File: src/iemr_pkg.sv
package iemr_pkg;
	localparam int REG_W = 16;
	localparam int ADDR_W = 4;
	// Register offsets on the plain register port
	localparam logic [ADDR_W-1:0] OFS_EN_LOW = 4'h0;
	localparam logic [ADDR_W-1:0] OFS_EN_HIGH = 4'h1;
	localparam logic [ADDR_W-1:0] OFS_REQ_LOW = 4'h2;
	localparam logic [ADDR_W-1:0] OFS_REQ_HIGH = 4'h3;
	// Writable bit masks, unimplemented bits cleared
	localparam logic [REG_W-1:0] MASK_EN_LOW = 16'h7FFF;
	localparam logic [REG_W-1:0] MASK_EN_HIGH = 16'hFFDF;
	localparam logic [REG_W-1:0] RST_EN = 16'h0000;
	// Low group bit positions
	localparam int B_EXT_IRQ_A = 0;
	localparam int B_IN_CAPTURE_A = 1;
	localparam int B_OUT_COMPARE_A = 2;
	localparam int B_TIMER_A = 3;
	localparam int B_DMA_CH0_DONE = 4;
	localparam int B_IN_CAPTURE_B = 5;
	localparam int B_OUT_COMPARE_B = 6;
	localparam int B_TIMER_B = 7;
	localparam int B_TIMER_C = 8;
	localparam int B_SPI_A_ERROR = 9;
	localparam int B_SPI_A_EVENT = 10;
	localparam int B_UART_A_RX = 11;
	localparam int B_UART_A_TX = 12;
	localparam int B_ADC_CONV_DONE = 13;
	localparam int B_DMA_CH1_DONE = 14;
	// High group bit positions
	localparam int B_I2C_SLAVE_EVT = 0;
	localparam int B_I2C_MASTER_EVT = 1;
	localparam int B_COMPARATOR = 2;
	localparam int B_PIN_CHANGE = 3;
	localparam int B_EXT_IRQ_B = 4;
	localparam int B_IN_CAPTURE_G = 6;
	localparam int B_IN_CAPTURE_H = 7;
	localparam int B_DMA_CH2_DONE = 8;
	localparam int B_OUT_COMPARE_C = 9;
	localparam int B_OUT_COMPARE_D = 10;
	localparam int B_TIMER_D = 11;
	localparam int B_TIMER_E = 12;
	localparam int B_EXT_IRQ_C = 13;
	localparam int B_UART_B_RX = 14;
	localparam int B_UART_B_TX = 15;
endpackage

File: src/iemr_bus_if.sv
interface iemr_bus_if;
	logic [iemr_pkg::REG_W-1:0] wdata;
	logic wr_low;
	logic wr_high;
	logic [iemr_pkg::REG_W-1:0] en_low;
	logic [iemr_pkg::REG_W-1:0] en_high;
	modport ctrl (output wdata, output wr_low, output wr_high, input en_low, input en_high);
	modport regs (input wdata, input wr_low, input wr_high, output en_low, output en_high);
endinterface

File: src/iemr_en_reg.sv
module iemr_en_reg #(
	parameter int W = 16,
	parameter logic [W-1:0] MASK = '1,
	parameter logic [W-1:0] RST = '0
) (
	input wire logic clk_i,
	input wire logic rstn_i,
	input wire logic we_i,
	input wire logic [W-1:0] wdata_i,
	output logic [W-1:0] q_o
);
	// Refuse a register the storage cannot hold
	if (W < 1)
	begin : g_bad_width
		$error("width must be positive");
	end
	logic [W-1:0] q_q;
	logic [W-1:0] q_d;
	// Masked bits never store, so they read zero forever
	assign q_d = we_i ? (wdata_i & MASK) : q_q;
	always_ff @(posedge clk_i)
	begin
		if (!rstn_i)
			q_q <= RST & MASK;
		else
			q_q <= q_d;
	end
	assign q_o = q_q;
endmodule

File: src/iemr_top.sv
// Notes on behaviour
// - Enable one passes request, zero blocks it
// - Low bit 15, high bit 5 read zero
// - Low 14 DMA ch1, 13 ADC
// - Low 12 UART A tx, 11 rx
// - Low 10 SPI A event, 9 error
// - Low 8,7,3 timers C, B, A
// - Low 6 compare B, 2 compare A
// - Low 5 capture B, 1 capture A
// - Low 4 DMA ch0 done
// - Low 0 external interrupt A
// - High 15 UART B tx, 14 rx
// - High 13 ext C, 4 ext B
// - High 12 timer E, 11 timer D
// - High 10 compare D, 9 compare C
// - High 8 DMA ch2 done
// - High 7 capture H, 6 capture G
// - High 3 pin change
// - High 2 comparator, 1/0 I2C master/slave
module iemr_top (
	// Clock and reset
	input wire logic CLK_I,
	input wire logic RSTN_I,
	// Register port
	input wire logic [iemr_pkg::ADDR_W-1:0] ADDR_I,
	input wire logic [iemr_pkg::REG_W-1:0] WDATA_I,
	input wire logic WR_I,
	input wire logic RD_I,
	output logic [iemr_pkg::REG_W-1:0] RDATA_O,
	// Source flags and gated requests
	input wire logic [iemr_pkg::REG_W-1:0] FLAG_LOW_I,
	input wire logic [iemr_pkg::REG_W-1:0] FLAG_HIGH_I,
	output logic [iemr_pkg::REG_W-1:0] REQ_LOW_O,
	output logic [iemr_pkg::REG_W-1:0] REQ_HIGH_O
);
	iemr_bus_if bus ();

	wire hit_low = ADDR_I == iemr_pkg::OFS_EN_LOW;
	wire hit_high = ADDR_I == iemr_pkg::OFS_EN_HIGH;
	wire hit_req_low = ADDR_I == iemr_pkg::OFS_REQ_LOW;
	wire hit_req_high = ADDR_I == iemr_pkg::OFS_REQ_HIGH;

	assign bus.wdata = WDATA_I;
	assign bus.wr_low = WR_I && hit_low;
	assign bus.wr_high = WR_I && hit_high;

	// Writes drop reserved bits inside the register
	iemr_en_reg #(
		.W(iemr_pkg::REG_W),
		.MASK(iemr_pkg::MASK_EN_LOW),
		.RST(iemr_pkg::RST_EN)
	) u_en_low (
		.clk_i(CLK_I),
		.rstn_i(RSTN_I),
		.we_i(bus.wr_low),
		.wdata_i(bus.wdata),
		.q_o(bus.en_low)
	);

	iemr_en_reg #(
		.W(iemr_pkg::REG_W),
		.MASK(iemr_pkg::MASK_EN_HIGH),
		.RST(iemr_pkg::RST_EN)
	) u_en_high (
		.clk_i(CLK_I),
		.rstn_i(RSTN_I),
		.we_i(bus.wr_high),
		.wdata_i(bus.wdata),
		.q_o(bus.en_high)
	);

	// Reserved bits must stay out of the writable masks
	if (iemr_pkg::MASK_EN_LOW[15] || iemr_pkg::MASK_EN_HIGH[5])
	begin : g_bad_mask
		$error("reserved enable bit is writable");
	end

	// Per source enables, low group
	wire ext_irq_a_en;
	wire in_capture_a_en;
	wire out_compare_a_en;
	wire timer_a_en;
	wire dma_ch0_done_en;
	wire in_capture_b_en;
	wire out_compare_b_en;
	wire timer_b_en;
	wire timer_c_en;
	wire spi_a_error_en;
	wire spi_a_event_en;
	wire uart_a_rx_en;
	wire uart_a_tx_en;
	wire adc_conv_done_en;
	wire dma_ch1_done_en;
	// Per source enables, high group
	wire i2c_slave_evt_en;
	wire i2c_master_evt_en;
	wire comparator_en;
	wire pin_change_en;
	wire ext_irq_b_en;
	wire in_capture_g_en;
	wire in_capture_h_en;
	wire dma_ch2_done_en;
	wire out_compare_c_en;
	wire out_compare_d_en;
	wire timer_d_en;
	wire timer_e_en;
	wire ext_irq_c_en;
	wire uart_b_rx_en;
	wire uart_b_tx_en;

	assign ext_irq_a_en = bus.en_low[iemr_pkg::B_EXT_IRQ_A];
	assign in_capture_a_en = bus.en_low[iemr_pkg::B_IN_CAPTURE_A];
	assign out_compare_a_en = bus.en_low[iemr_pkg::B_OUT_COMPARE_A];
	assign timer_a_en = bus.en_low[iemr_pkg::B_TIMER_A];
	assign dma_ch0_done_en = bus.en_low[iemr_pkg::B_DMA_CH0_DONE];
	assign in_capture_b_en = bus.en_low[iemr_pkg::B_IN_CAPTURE_B];
	assign out_compare_b_en = bus.en_low[iemr_pkg::B_OUT_COMPARE_B];
	assign timer_b_en = bus.en_low[iemr_pkg::B_TIMER_B];
	assign timer_c_en = bus.en_low[iemr_pkg::B_TIMER_C];
	assign spi_a_error_en = bus.en_low[iemr_pkg::B_SPI_A_ERROR];
	assign spi_a_event_en = bus.en_low[iemr_pkg::B_SPI_A_EVENT];
	assign uart_a_rx_en = bus.en_low[iemr_pkg::B_UART_A_RX];
	assign uart_a_tx_en = bus.en_low[iemr_pkg::B_UART_A_TX];
	assign adc_conv_done_en = bus.en_low[iemr_pkg::B_ADC_CONV_DONE];
	assign dma_ch1_done_en = bus.en_low[iemr_pkg::B_DMA_CH1_DONE];
	assign i2c_slave_evt_en = bus.en_high[iemr_pkg::B_I2C_SLAVE_EVT];
	assign i2c_master_evt_en = bus.en_high[iemr_pkg::B_I2C_MASTER_EVT];
	assign comparator_en = bus.en_high[iemr_pkg::B_COMPARATOR];
	assign pin_change_en = bus.en_high[iemr_pkg::B_PIN_CHANGE];
	assign ext_irq_b_en = bus.en_high[iemr_pkg::B_EXT_IRQ_B];
	assign in_capture_g_en = bus.en_high[iemr_pkg::B_IN_CAPTURE_G];
	assign in_capture_h_en = bus.en_high[iemr_pkg::B_IN_CAPTURE_H];
	assign dma_ch2_done_en = bus.en_high[iemr_pkg::B_DMA_CH2_DONE];
	assign out_compare_c_en = bus.en_high[iemr_pkg::B_OUT_COMPARE_C];
	assign out_compare_d_en = bus.en_high[iemr_pkg::B_OUT_COMPARE_D];
	assign timer_d_en = bus.en_high[iemr_pkg::B_TIMER_D];
	assign timer_e_en = bus.en_high[iemr_pkg::B_TIMER_E];
	assign ext_irq_c_en = bus.en_high[iemr_pkg::B_EXT_IRQ_C];
	assign uart_b_rx_en = bus.en_high[iemr_pkg::B_UART_B_RX];
	assign uart_b_tx_en = bus.en_high[iemr_pkg::B_UART_B_TX];

	// Source pending flags, taken as they arrive
	wire ext_irq_a_flag;
	wire in_capture_a_flag;
	wire out_compare_a_flag;
	wire timer_a_flag;
	wire dma_ch0_done_flag;
	wire in_capture_b_flag;
	wire out_compare_b_flag;
	wire timer_b_flag;
	wire timer_c_flag;
	wire spi_a_error_flag;
	wire spi_a_event_flag;
	wire uart_a_rx_flag;
	wire uart_a_tx_flag;
	wire adc_conv_done_flag;
	wire dma_ch1_done_flag;
	wire i2c_slave_evt_flag;
	wire i2c_master_evt_flag;
	wire comparator_flag;
	wire pin_change_flag;
	wire ext_irq_b_flag;
	wire in_capture_g_flag;
	wire in_capture_h_flag;
	wire dma_ch2_done_flag;
	wire out_compare_c_flag;
	wire out_compare_d_flag;
	wire timer_d_flag;
	wire timer_e_flag;
	wire ext_irq_c_flag;
	wire uart_b_rx_flag;
	wire uart_b_tx_flag;

	assign ext_irq_a_flag = FLAG_LOW_I[iemr_pkg::B_EXT_IRQ_A];
	assign in_capture_a_flag = FLAG_LOW_I[iemr_pkg::B_IN_CAPTURE_A];
	assign out_compare_a_flag = FLAG_LOW_I[iemr_pkg::B_OUT_COMPARE_A];
	assign timer_a_flag = FLAG_LOW_I[iemr_pkg::B_TIMER_A];
	assign dma_ch0_done_flag = FLAG_LOW_I[iemr_pkg::B_DMA_CH0_DONE];
	assign in_capture_b_flag = FLAG_LOW_I[iemr_pkg::B_IN_CAPTURE_B];
	assign out_compare_b_flag = FLAG_LOW_I[iemr_pkg::B_OUT_COMPARE_B];
	assign timer_b_flag = FLAG_LOW_I[iemr_pkg::B_TIMER_B];
	assign timer_c_flag = FLAG_LOW_I[iemr_pkg::B_TIMER_C];
	assign spi_a_error_flag = FLAG_LOW_I[iemr_pkg::B_SPI_A_ERROR];
	assign spi_a_event_flag = FLAG_LOW_I[iemr_pkg::B_SPI_A_EVENT];
	assign uart_a_rx_flag = FLAG_LOW_I[iemr_pkg::B_UART_A_RX];
	assign uart_a_tx_flag = FLAG_LOW_I[iemr_pkg::B_UART_A_TX];
	assign adc_conv_done_flag = FLAG_LOW_I[iemr_pkg::B_ADC_CONV_DONE];
	assign dma_ch1_done_flag = FLAG_LOW_I[iemr_pkg::B_DMA_CH1_DONE];
	assign i2c_slave_evt_flag = FLAG_HIGH_I[iemr_pkg::B_I2C_SLAVE_EVT];
	assign i2c_master_evt_flag = FLAG_HIGH_I[iemr_pkg::B_I2C_MASTER_EVT];
	assign comparator_flag = FLAG_HIGH_I[iemr_pkg::B_COMPARATOR];
	assign pin_change_flag = FLAG_HIGH_I[iemr_pkg::B_PIN_CHANGE];
	assign ext_irq_b_flag = FLAG_HIGH_I[iemr_pkg::B_EXT_IRQ_B];
	assign in_capture_g_flag = FLAG_HIGH_I[iemr_pkg::B_IN_CAPTURE_G];
	assign in_capture_h_flag = FLAG_HIGH_I[iemr_pkg::B_IN_CAPTURE_H];
	assign dma_ch2_done_flag = FLAG_HIGH_I[iemr_pkg::B_DMA_CH2_DONE];
	assign out_compare_c_flag = FLAG_HIGH_I[iemr_pkg::B_OUT_COMPARE_C];
	assign out_compare_d_flag = FLAG_HIGH_I[iemr_pkg::B_OUT_COMPARE_D];
	assign timer_d_flag = FLAG_HIGH_I[iemr_pkg::B_TIMER_D];
	assign timer_e_flag = FLAG_HIGH_I[iemr_pkg::B_TIMER_E];
	assign ext_irq_c_flag = FLAG_HIGH_I[iemr_pkg::B_EXT_IRQ_C];
	assign uart_b_rx_flag = FLAG_HIGH_I[iemr_pkg::B_UART_B_RX];
	assign uart_b_tx_flag = FLAG_HIGH_I[iemr_pkg::B_UART_B_TX];

	// Gating is combinational so a new flag reaches the CPU without delay;
	// flags are never touched here, disabling only hides them.
	wire ext_irq_a_req;
	wire in_capture_a_req;
	wire out_compare_a_req;
	wire timer_a_req;
	wire dma_ch0_done_req;
	wire in_capture_b_req;
	wire out_compare_b_req;
	wire timer_b_req;
	wire timer_c_req;
	wire spi_a_error_req;
	wire spi_a_event_req;
	wire uart_a_rx_req;
	wire uart_a_tx_req;
	wire adc_conv_done_req;
	wire dma_ch1_done_req;
	wire i2c_slave_evt_req;
	wire i2c_master_evt_req;
	wire comparator_req;
	wire pin_change_req;
	wire ext_irq_b_req;
	wire in_capture_g_req;
	wire in_capture_h_req;
	wire dma_ch2_done_req;
	wire out_compare_c_req;
	wire out_compare_d_req;
	wire timer_d_req;
	wire timer_e_req;
	wire ext_irq_c_req;
	wire uart_b_rx_req;
	wire uart_b_tx_req;

	assign ext_irq_a_req = ext_irq_a_flag & ext_irq_a_en;
	assign in_capture_a_req = in_capture_a_flag & in_capture_a_en;
	assign out_compare_a_req = out_compare_a_flag & out_compare_a_en;
	assign timer_a_req = timer_a_flag & timer_a_en;
	assign dma_ch0_done_req = dma_ch0_done_flag & dma_ch0_done_en;
	assign in_capture_b_req = in_capture_b_flag & in_capture_b_en;
	assign out_compare_b_req = out_compare_b_flag & out_compare_b_en;
	assign timer_b_req = timer_b_flag & timer_b_en;
	assign timer_c_req = timer_c_flag & timer_c_en;
	assign spi_a_error_req = spi_a_error_flag & spi_a_error_en;
	assign spi_a_event_req = spi_a_event_flag & spi_a_event_en;
	assign uart_a_rx_req = uart_a_rx_flag & uart_a_rx_en;
	assign uart_a_tx_req = uart_a_tx_flag & uart_a_tx_en;
	assign adc_conv_done_req = adc_conv_done_flag & adc_conv_done_en;
	assign dma_ch1_done_req = dma_ch1_done_flag & dma_ch1_done_en;
	assign i2c_slave_evt_req = i2c_slave_evt_flag & i2c_slave_evt_en;
	assign i2c_master_evt_req = i2c_master_evt_flag & i2c_master_evt_en;
	assign comparator_req = comparator_flag & comparator_en;
	assign pin_change_req = pin_change_flag & pin_change_en;
	assign ext_irq_b_req = ext_irq_b_flag & ext_irq_b_en;
	assign in_capture_g_req = in_capture_g_flag & in_capture_g_en;
	assign in_capture_h_req = in_capture_h_flag & in_capture_h_en;
	assign dma_ch2_done_req = dma_ch2_done_flag & dma_ch2_done_en;
	assign out_compare_c_req = out_compare_c_flag & out_compare_c_en;
	assign out_compare_d_req = out_compare_d_flag & out_compare_d_en;
	assign timer_d_req = timer_d_flag & timer_d_en;
	assign timer_e_req = timer_e_flag & timer_e_en;
	assign ext_irq_c_req = ext_irq_c_flag & ext_irq_c_en;
	assign uart_b_rx_req = uart_b_rx_flag & uart_b_rx_en;
	assign uart_b_tx_req = uart_b_tx_flag & uart_b_tx_en;

	// Reserved positions are tied low, never left floating
	wire [iemr_pkg::REG_W-1:0] gate_low;
	wire [iemr_pkg::REG_W-1:0] gate_high;
	assign gate_low[15] = 1'b0;
	assign gate_low[iemr_pkg::B_DMA_CH1_DONE] = dma_ch1_done_req;
	assign gate_low[iemr_pkg::B_ADC_CONV_DONE] = adc_conv_done_req;
	assign gate_low[iemr_pkg::B_UART_A_TX] = uart_a_tx_req;
	assign gate_low[iemr_pkg::B_UART_A_RX] = uart_a_rx_req;
	assign gate_low[iemr_pkg::B_SPI_A_EVENT] = spi_a_event_req;
	assign gate_low[iemr_pkg::B_SPI_A_ERROR] = spi_a_error_req;
	assign gate_low[iemr_pkg::B_TIMER_C] = timer_c_req;
	assign gate_low[iemr_pkg::B_TIMER_B] = timer_b_req;
	assign gate_low[iemr_pkg::B_OUT_COMPARE_B] = out_compare_b_req;
	assign gate_low[iemr_pkg::B_IN_CAPTURE_B] = in_capture_b_req;
	assign gate_low[iemr_pkg::B_DMA_CH0_DONE] = dma_ch0_done_req;
	assign gate_low[iemr_pkg::B_TIMER_A] = timer_a_req;
	assign gate_low[iemr_pkg::B_OUT_COMPARE_A] = out_compare_a_req;
	assign gate_low[iemr_pkg::B_IN_CAPTURE_A] = in_capture_a_req;
	assign gate_low[iemr_pkg::B_EXT_IRQ_A] = ext_irq_a_req;
	assign gate_high[iemr_pkg::B_UART_B_TX] = uart_b_tx_req;
	assign gate_high[iemr_pkg::B_UART_B_RX] = uart_b_rx_req;
	assign gate_high[iemr_pkg::B_EXT_IRQ_C] = ext_irq_c_req;
	assign gate_high[iemr_pkg::B_TIMER_E] = timer_e_req;
	assign gate_high[iemr_pkg::B_TIMER_D] = timer_d_req;
	assign gate_high[iemr_pkg::B_OUT_COMPARE_D] = out_compare_d_req;
	assign gate_high[iemr_pkg::B_OUT_COMPARE_C] = out_compare_c_req;
	assign gate_high[iemr_pkg::B_DMA_CH2_DONE] = dma_ch2_done_req;
	assign gate_high[iemr_pkg::B_IN_CAPTURE_H] = in_capture_h_req;
	assign gate_high[iemr_pkg::B_IN_CAPTURE_G] = in_capture_g_req;
	assign gate_high[5] = 1'b0;
	assign gate_high[iemr_pkg::B_EXT_IRQ_B] = ext_irq_b_req;
	assign gate_high[iemr_pkg::B_PIN_CHANGE] = pin_change_req;
	assign gate_high[iemr_pkg::B_COMPARATOR] = comparator_req;
	assign gate_high[iemr_pkg::B_I2C_MASTER_EVT] = i2c_master_evt_req;
	assign gate_high[iemr_pkg::B_I2C_SLAVE_EVT] = i2c_slave_evt_req;

	assign REQ_LOW_O = gate_low;
	assign REQ_HIGH_O = gate_high;

	// Readback is rebuilt from the named enables, reserved bits read zero
	wire [iemr_pkg::REG_W-1:0] rb_low;
	wire [iemr_pkg::REG_W-1:0] rb_high;
	assign rb_low[15] = 1'b0;
	assign rb_low[iemr_pkg::B_DMA_CH1_DONE] = dma_ch1_done_en;
	assign rb_low[iemr_pkg::B_ADC_CONV_DONE] = adc_conv_done_en;
	assign rb_low[iemr_pkg::B_UART_A_TX] = uart_a_tx_en;
	assign rb_low[iemr_pkg::B_UART_A_RX] = uart_a_rx_en;
	assign rb_low[iemr_pkg::B_SPI_A_EVENT] = spi_a_event_en;
	assign rb_low[iemr_pkg::B_SPI_A_ERROR] = spi_a_error_en;
	assign rb_low[iemr_pkg::B_TIMER_C] = timer_c_en;
	assign rb_low[iemr_pkg::B_TIMER_B] = timer_b_en;
	assign rb_low[iemr_pkg::B_OUT_COMPARE_B] = out_compare_b_en;
	assign rb_low[iemr_pkg::B_IN_CAPTURE_B] = in_capture_b_en;
	assign rb_low[iemr_pkg::B_DMA_CH0_DONE] = dma_ch0_done_en;
	assign rb_low[iemr_pkg::B_TIMER_A] = timer_a_en;
	assign rb_low[iemr_pkg::B_OUT_COMPARE_A] = out_compare_a_en;
	assign rb_low[iemr_pkg::B_IN_CAPTURE_A] = in_capture_a_en;
	assign rb_low[iemr_pkg::B_EXT_IRQ_A] = ext_irq_a_en;
	assign rb_high[iemr_pkg::B_UART_B_TX] = uart_b_tx_en;
	assign rb_high[iemr_pkg::B_UART_B_RX] = uart_b_rx_en;
	assign rb_high[iemr_pkg::B_EXT_IRQ_C] = ext_irq_c_en;
	assign rb_high[iemr_pkg::B_TIMER_E] = timer_e_en;
	assign rb_high[iemr_pkg::B_TIMER_D] = timer_d_en;
	assign rb_high[iemr_pkg::B_OUT_COMPARE_D] = out_compare_d_en;
	assign rb_high[iemr_pkg::B_OUT_COMPARE_C] = out_compare_c_en;
	assign rb_high[iemr_pkg::B_DMA_CH2_DONE] = dma_ch2_done_en;
	assign rb_high[iemr_pkg::B_IN_CAPTURE_H] = in_capture_h_en;
	assign rb_high[iemr_pkg::B_IN_CAPTURE_G] = in_capture_g_en;
	assign rb_high[5] = 1'b0;
	assign rb_high[iemr_pkg::B_EXT_IRQ_B] = ext_irq_b_en;
	assign rb_high[iemr_pkg::B_PIN_CHANGE] = pin_change_en;
	assign rb_high[iemr_pkg::B_COMPARATOR] = comparator_en;
	assign rb_high[iemr_pkg::B_I2C_MASTER_EVT] = i2c_master_evt_en;
	assign rb_high[iemr_pkg::B_I2C_SLAVE_EVT] = i2c_slave_evt_en;

	wire [iemr_pkg::REG_W-1:0] rd_mux =
		hit_low ? rb_low :
		hit_high ? rb_high :
		hit_req_low ? gate_low :
		hit_req_high ? gate_high : 16'h0000;

	logic [iemr_pkg::REG_W-1:0] rdata_q;
	always_ff @(posedge CLK_I)
	begin
		if (!RSTN_I)
			rdata_q <= 16'h0000;
		else if (RD_I)
			rdata_q <= rd_mux;
		else
			rdata_q <= 16'h0000;
	end
	assign RDATA_O = rdata_q;
endmodule

File: config.mk
export PLATFORM = sky130hd
export DESIGN_NAME = iemr_top
export DESIGN_NICKNAME = d
export VERILOG_FILES = /design/src/iemr_pkg.sv /design/src/iemr_bus_if.sv /design/src/iemr_en_reg.sv /design/src/iemr_top.sv
export SDC_FILE = /design/constraint.sdc
export NUM_CORES = 1
export LEC_CHECK = 0
export ABC_CLOCK_PERIOD_IN_PS = 3700
export BUFFER_PORTS_ARGS = -buffer_cell sky130_fd_sc_hd__clkbuf_2
export CAP_MARGIN = 10
export CORE_ASPECT_RATIO = 1.2
export CORE_UTILIZATION = 30
export CTS_CLUSTER_DIAMETER = 30
export DETAILED_ROUTE_END_ITERATION = 8
export SYNTH_ARGS = -nofsm -noshare
export SYNTH_HDL_FRONTEND = slang
export SYNTH_SLANG_ARGS = --single-unit
export TNS_END_PERCENT = 20
File: constraint.sdc
create_clock -name CLK_I -period 3.7 [get_ports CLK_I]
set_input_delay 0.74 -clock CLK_I [delete_from_list [all_inputs] [get_ports CLK_I]]
set_output_delay 0.74 -clock CLK_I [all_outputs]
set_load 0.05 [all_outputs]
Word level (Yosys, flattened, before mapping) --
Cells that the tools add are included.
Cells by class: eq/ne operators 3, add/sub/neg operators 0, multiply operators 0, bitwise gates (word level) 32, shifts and indexed selects 0, magnitude comparators 0, multiplexer cells 4, reductions and logical operators 5, div/mod/pow operators 0
Operator list (count):
- $mux 16 | 3
- $and 1x1->1 | 30
- $mux 15 | 1
- $eq 4x2->1 const B | 2
- $eq 4x1->1 const B | 1
- $logic_not 4->1 | 1
- $reduce_or 3->1 | 1
- $logic_and 1x1->1 | 2
- $not 1->1 | 2
- $reduce_and 2->1 | 1
Storage, ports and cells: memories kept 0, bits of input ports 56, output and inout bits 48, bits in read-only memories 0, latch bits 0, bits in registers 46, bits in writable memories 0

Logic depth before layout (Yosys ltp) --
depth after elaboration 5, gate-level depth with buffers 5

Modules after synthesis --
A second synthesis with hierarchy kept.
Second synthesis, totals: cells, all modules 254, area, all modules 2427.3 um^2
Modules (own cells, without submodules):
- iemr_top | area an instance 1246.2 um^2, times used 1, cells an instance 154, sequential area each 320.3 um^2
- iemr_en_reg | area an instance 590.6 um^2, times used 2, cells an instance 50, sequential area each 300.3 um^2

Least setup slack after synthesis --
Ideal clock, no wire load.
kind input-to-output, start point input FLAG_LOW_I[11] (netlist bit), end point output REQ_LOW_O[11] (netlist bit), arrival time 1066 ps, slack 1894 ps, stages on the path 2, buffers on the path 1, cell sequence and2_1 -> buf_4
On the way: cells in the longest elaborated chain, start to end 1
Ends and longest elaborated chain:
- start, declared | line iemr_top.sv:31 | input wire logic [iemr_pkg::REG_W-1:0] FLAG_LOW_I,
- $and 1x1->1 | line iemr_top.sv:249 | assign uart_a_rx_req = uart_a_rx_flag & uart_a_rx_en;
- end, declared | line iemr_top.sv:33 | output logic [iemr_pkg::REG_W-1:0] REQ_LOW_O,
No other way between the ends.

Worst setup path in the final report --
start point input FLAG_HIGH_I[10] (netlist bit), end point output REQ_HIGH_O[10] (netlist bit)
On the way: cells in the longest elaborated chain, start to end 1
Ends and longest elaborated chain:
- start, declared | line iemr_top.sv:32 | input wire logic [iemr_pkg::REG_W-1:0] FLAG_HIGH_I,
- $and 1x1->1 | line iemr_top.sv:262 | assign out_compare_d_req = out_compare_d_flag & out_compare_d_en;
- end, declared | line iemr_top.sv:34 | output logic [iemr_pkg::REG_W-1:0] REQ_HIGH_O
No other way between the ends.

==> flow_summary.ini <==
[placement]
port_buffers = 99
gp_congestion = 0.7318
numPlacedInstances = 419
placed_cell_area_sq_um = 2688
dp_hpwl_mm = 4.163

[clock_tree]
clkSinkCount = 46
numCtsBuffers = 5
post-cts-setup-buffers = 0
clock_latency_ns = 0.29
cts_hold_buf = 0
cts_root_buf = clkbuf_8
cts_buffer_depth = 2
cts_tree = yes
ctsResizeCount = 0
clkTransAtPathRegs_ns = 0.09
htree_num_levels = 2

[logic_synthesis]
yosysTopAreaCellShare_pct = 38.70
synth_top_family_by_area = simple AND/OR/NAND/NOR gates
synth-compound-area-share_pct = 8.833
syn-mean-instance-area_sq_um = 8.781
synthMuxAreaShare_pct = 12.62
synthAdderAreaFrac_pct = 0
ys_async_sr_fraction_pct = 0
yosys.area.top_type = dfxtp_1
ys_warn_count = 0
yosys.area_share.simple_pct = 25.55
yosysSeqAreaShare_pct = 38.70
yosysMostFrequentCell = nand2_1
mappedNetlistArea_sq_um = 2380
ys_types = 25
synth_edf_count = 0
postSynthCellCount = 271
yosys-top-cells-area = dfxtp_1, mux2i_1, buf_4
synth_ff_type = dfxtp_1
synth_xor_area_share_pct = 0
synth_common_cells = nand2_1, dfxtp_1, buf_4
yosys_register_bits = 46

[timing]
max_freq_ghz = 0.4968
skew_ns = 0.004997
period_share_pct = 54.40
hold_viol = 0
rsz0062_at_grt = false
tightest_slew_ns = 0.5059
finalMaxSlewViolations = 0
fin_crit_ns = 2.013
setup_violations = 0
slew_headroom_pct = 66.27
holdWs_ns = 0.4751
setup_tns_ns = 0

[critical_path]
cp.required_ns = 2.96
crit_fanout = 2
critPathKind = input port to output port
crit_path_end_kind = output port
cp-start-kind = input port
r2r_setup_slack_ns = 2.50
timing.rr.start = u_en_high.q_o[10]
timing.rr.end = RDATA_O[10]
arrival_ns = 1.27
rr_worst_depth = 3

[routing]
drtAntennaViolNets = 0
wirelength_mm = 5.931
dr_wl_met2_mm = 2.776
dr.max_layer_used = met4
remaining_drc_errors = 0
met3WireLength_microns = 290
met1Wirelength_mm = 2.817
num_vias = 2013
routedWlPerCell_microns = 13.89
dr.pass1.iters = 4
viasPerCell = 4.714
drtIter0Drc = 63

[layout]
design_area_sq_um = 2779
design.final.nets = 390
drive_gt1_share_pct = 34.03
n_antenna_cell = 0
final_cells = 427
finish.utilization_pct = 36.26
area_delta_synth_final_pct = 16.77

[floorplan]
coreArea_sq_um = 7664
die_y_microns = 99.57
die_x_microns = 83.31
io_pins = 104
dieArea_sq_um = 8294
rows = 35
initial_utilization_pct = 31.05

[power_and_ir_drop]
leakage_nw = 1.463
ir_drop_v = 0.0001907
cellPowerDensity_nw_per_um2 = 335.1

[outcome]
outcome = finished, final reports clean

[global_route]
grt_start_max_net_pins = 48
grt_pass1_wl_mm = 9.446
grt-ovfl-total = 0
grt_pass1_vias = 1894
antenna_found_initial = 0
grt_usage_pct = 14.57

[hold_path]
hold_depth = 2
min_from = u_en_low.q_o[12]
min_path_type = flop to flop
holdPathEnd = u_en_low.q_o[12]

[job]
maxCapViolations = 0
## layer usage
layer / up-vias / GRT usage [%]
met5: - / 0
met4: 0 / 4.377
met3: 4 / 3.071
met2: 60 / 24.40
met1: 932 / 18.81
li1: 1017 / -
## metrics by stage
| stage | setup slack [ns] | total power, W |
|---|---|---|
| after global routing | 1.529 | 0.0009777 |
| after CTS | 1.670 | 0.0009496 |
| after global placement | 1.365 | 0.0006238 |
| after floorplan | 1.894 | 0.0005806 |
| final | 1.687 | 0.0009311 |
| after detailed placement | 1.349 | 0.0006253 |
## critical path, stage by stage
cell and delay, ns:
clkbuf_2 0.08, and2_1 0.16, clkbuf_2 0.29
## logic make-up (layout without fill, tap and decap cells)
family                 after synthesis  count (layout)
DFF                                 46              46
muxes                               30              30
and+or+nand+nor                    115             115
AOI/OAI and AO/OA                   30              30
buffers and inverters               49             112
other                                1               2
## state kept, by name (all words and copies together), names as in the netlist
register and count:
RDATA_O 16, u_en_low.q_o 15, u_en_high.q_o 15
## where the power goes
| group | internal (W) | leakage, nW | switching (W) | total, W |
|---|---|---|---|---|
| sequential | 0.000500 | 0.371 | 0.00000342 | 0.000504 |
| clock | 0.000151 | 0.0482 | 0.000168 | 0.000319 |
| combinational | 0.0000378 | 1.04 | 0.0000707 | 0.000108 |
## cells in the final DEF (no fill, tap or decap), types with 3 or more instances in the layout
| cell type | count |
|---|---|
| clkbuf_2 | 99 |
| nand2_1 | 47 |
| dfxtp_1 | 46 |
| and2_1 | 30 |
| mux2i_1 | 30 |
| nor2_1 | 17 |
| o211ai_1 | 14 |
| a21oi_1 | 7 |
| and3_1 | 7 |
| a211oi_1 | 7 |
| nor4_1 | 7 |
| clkbuf_8 | 6 |
| buf_4 | 3 |
## layout make-up
type | instances | area, sq um
flip-flops and latches | 46 | 920.9
fillers | 825 | 4885
multi-input cells | 177 | 1126
inverters | 2 | 7.507
clock inverters | 1 | 5.005
repair buffers | 102 | 518.0
clock buffers | 7 | 86.33
well taps | 92 | 115.1
## worst max path at each step
stage	start	endpoint	slack, ns	cells past startpoint
6_report	FLAG_HIGH_I[10]	REQ_HIGH_O[10]	1.69	3
2_1_floorplan	FLAG_LOW_I[11]	REQ_LOW_O[11]	1.89	2
3_3_place_gp	ADDR_I[0]	RDATA_O[10]	1.36	5
5_1_grt	ADDR_I[0]	RDATA_O[10]	1.53	5
4_1_cts	ADDR_I[0]	RDATA_O[10]	1.67	5
3_5_place_dp	ADDR_I[0]	RDATA_O[10]	1.35	5
(Power assumes the default switching activity.)
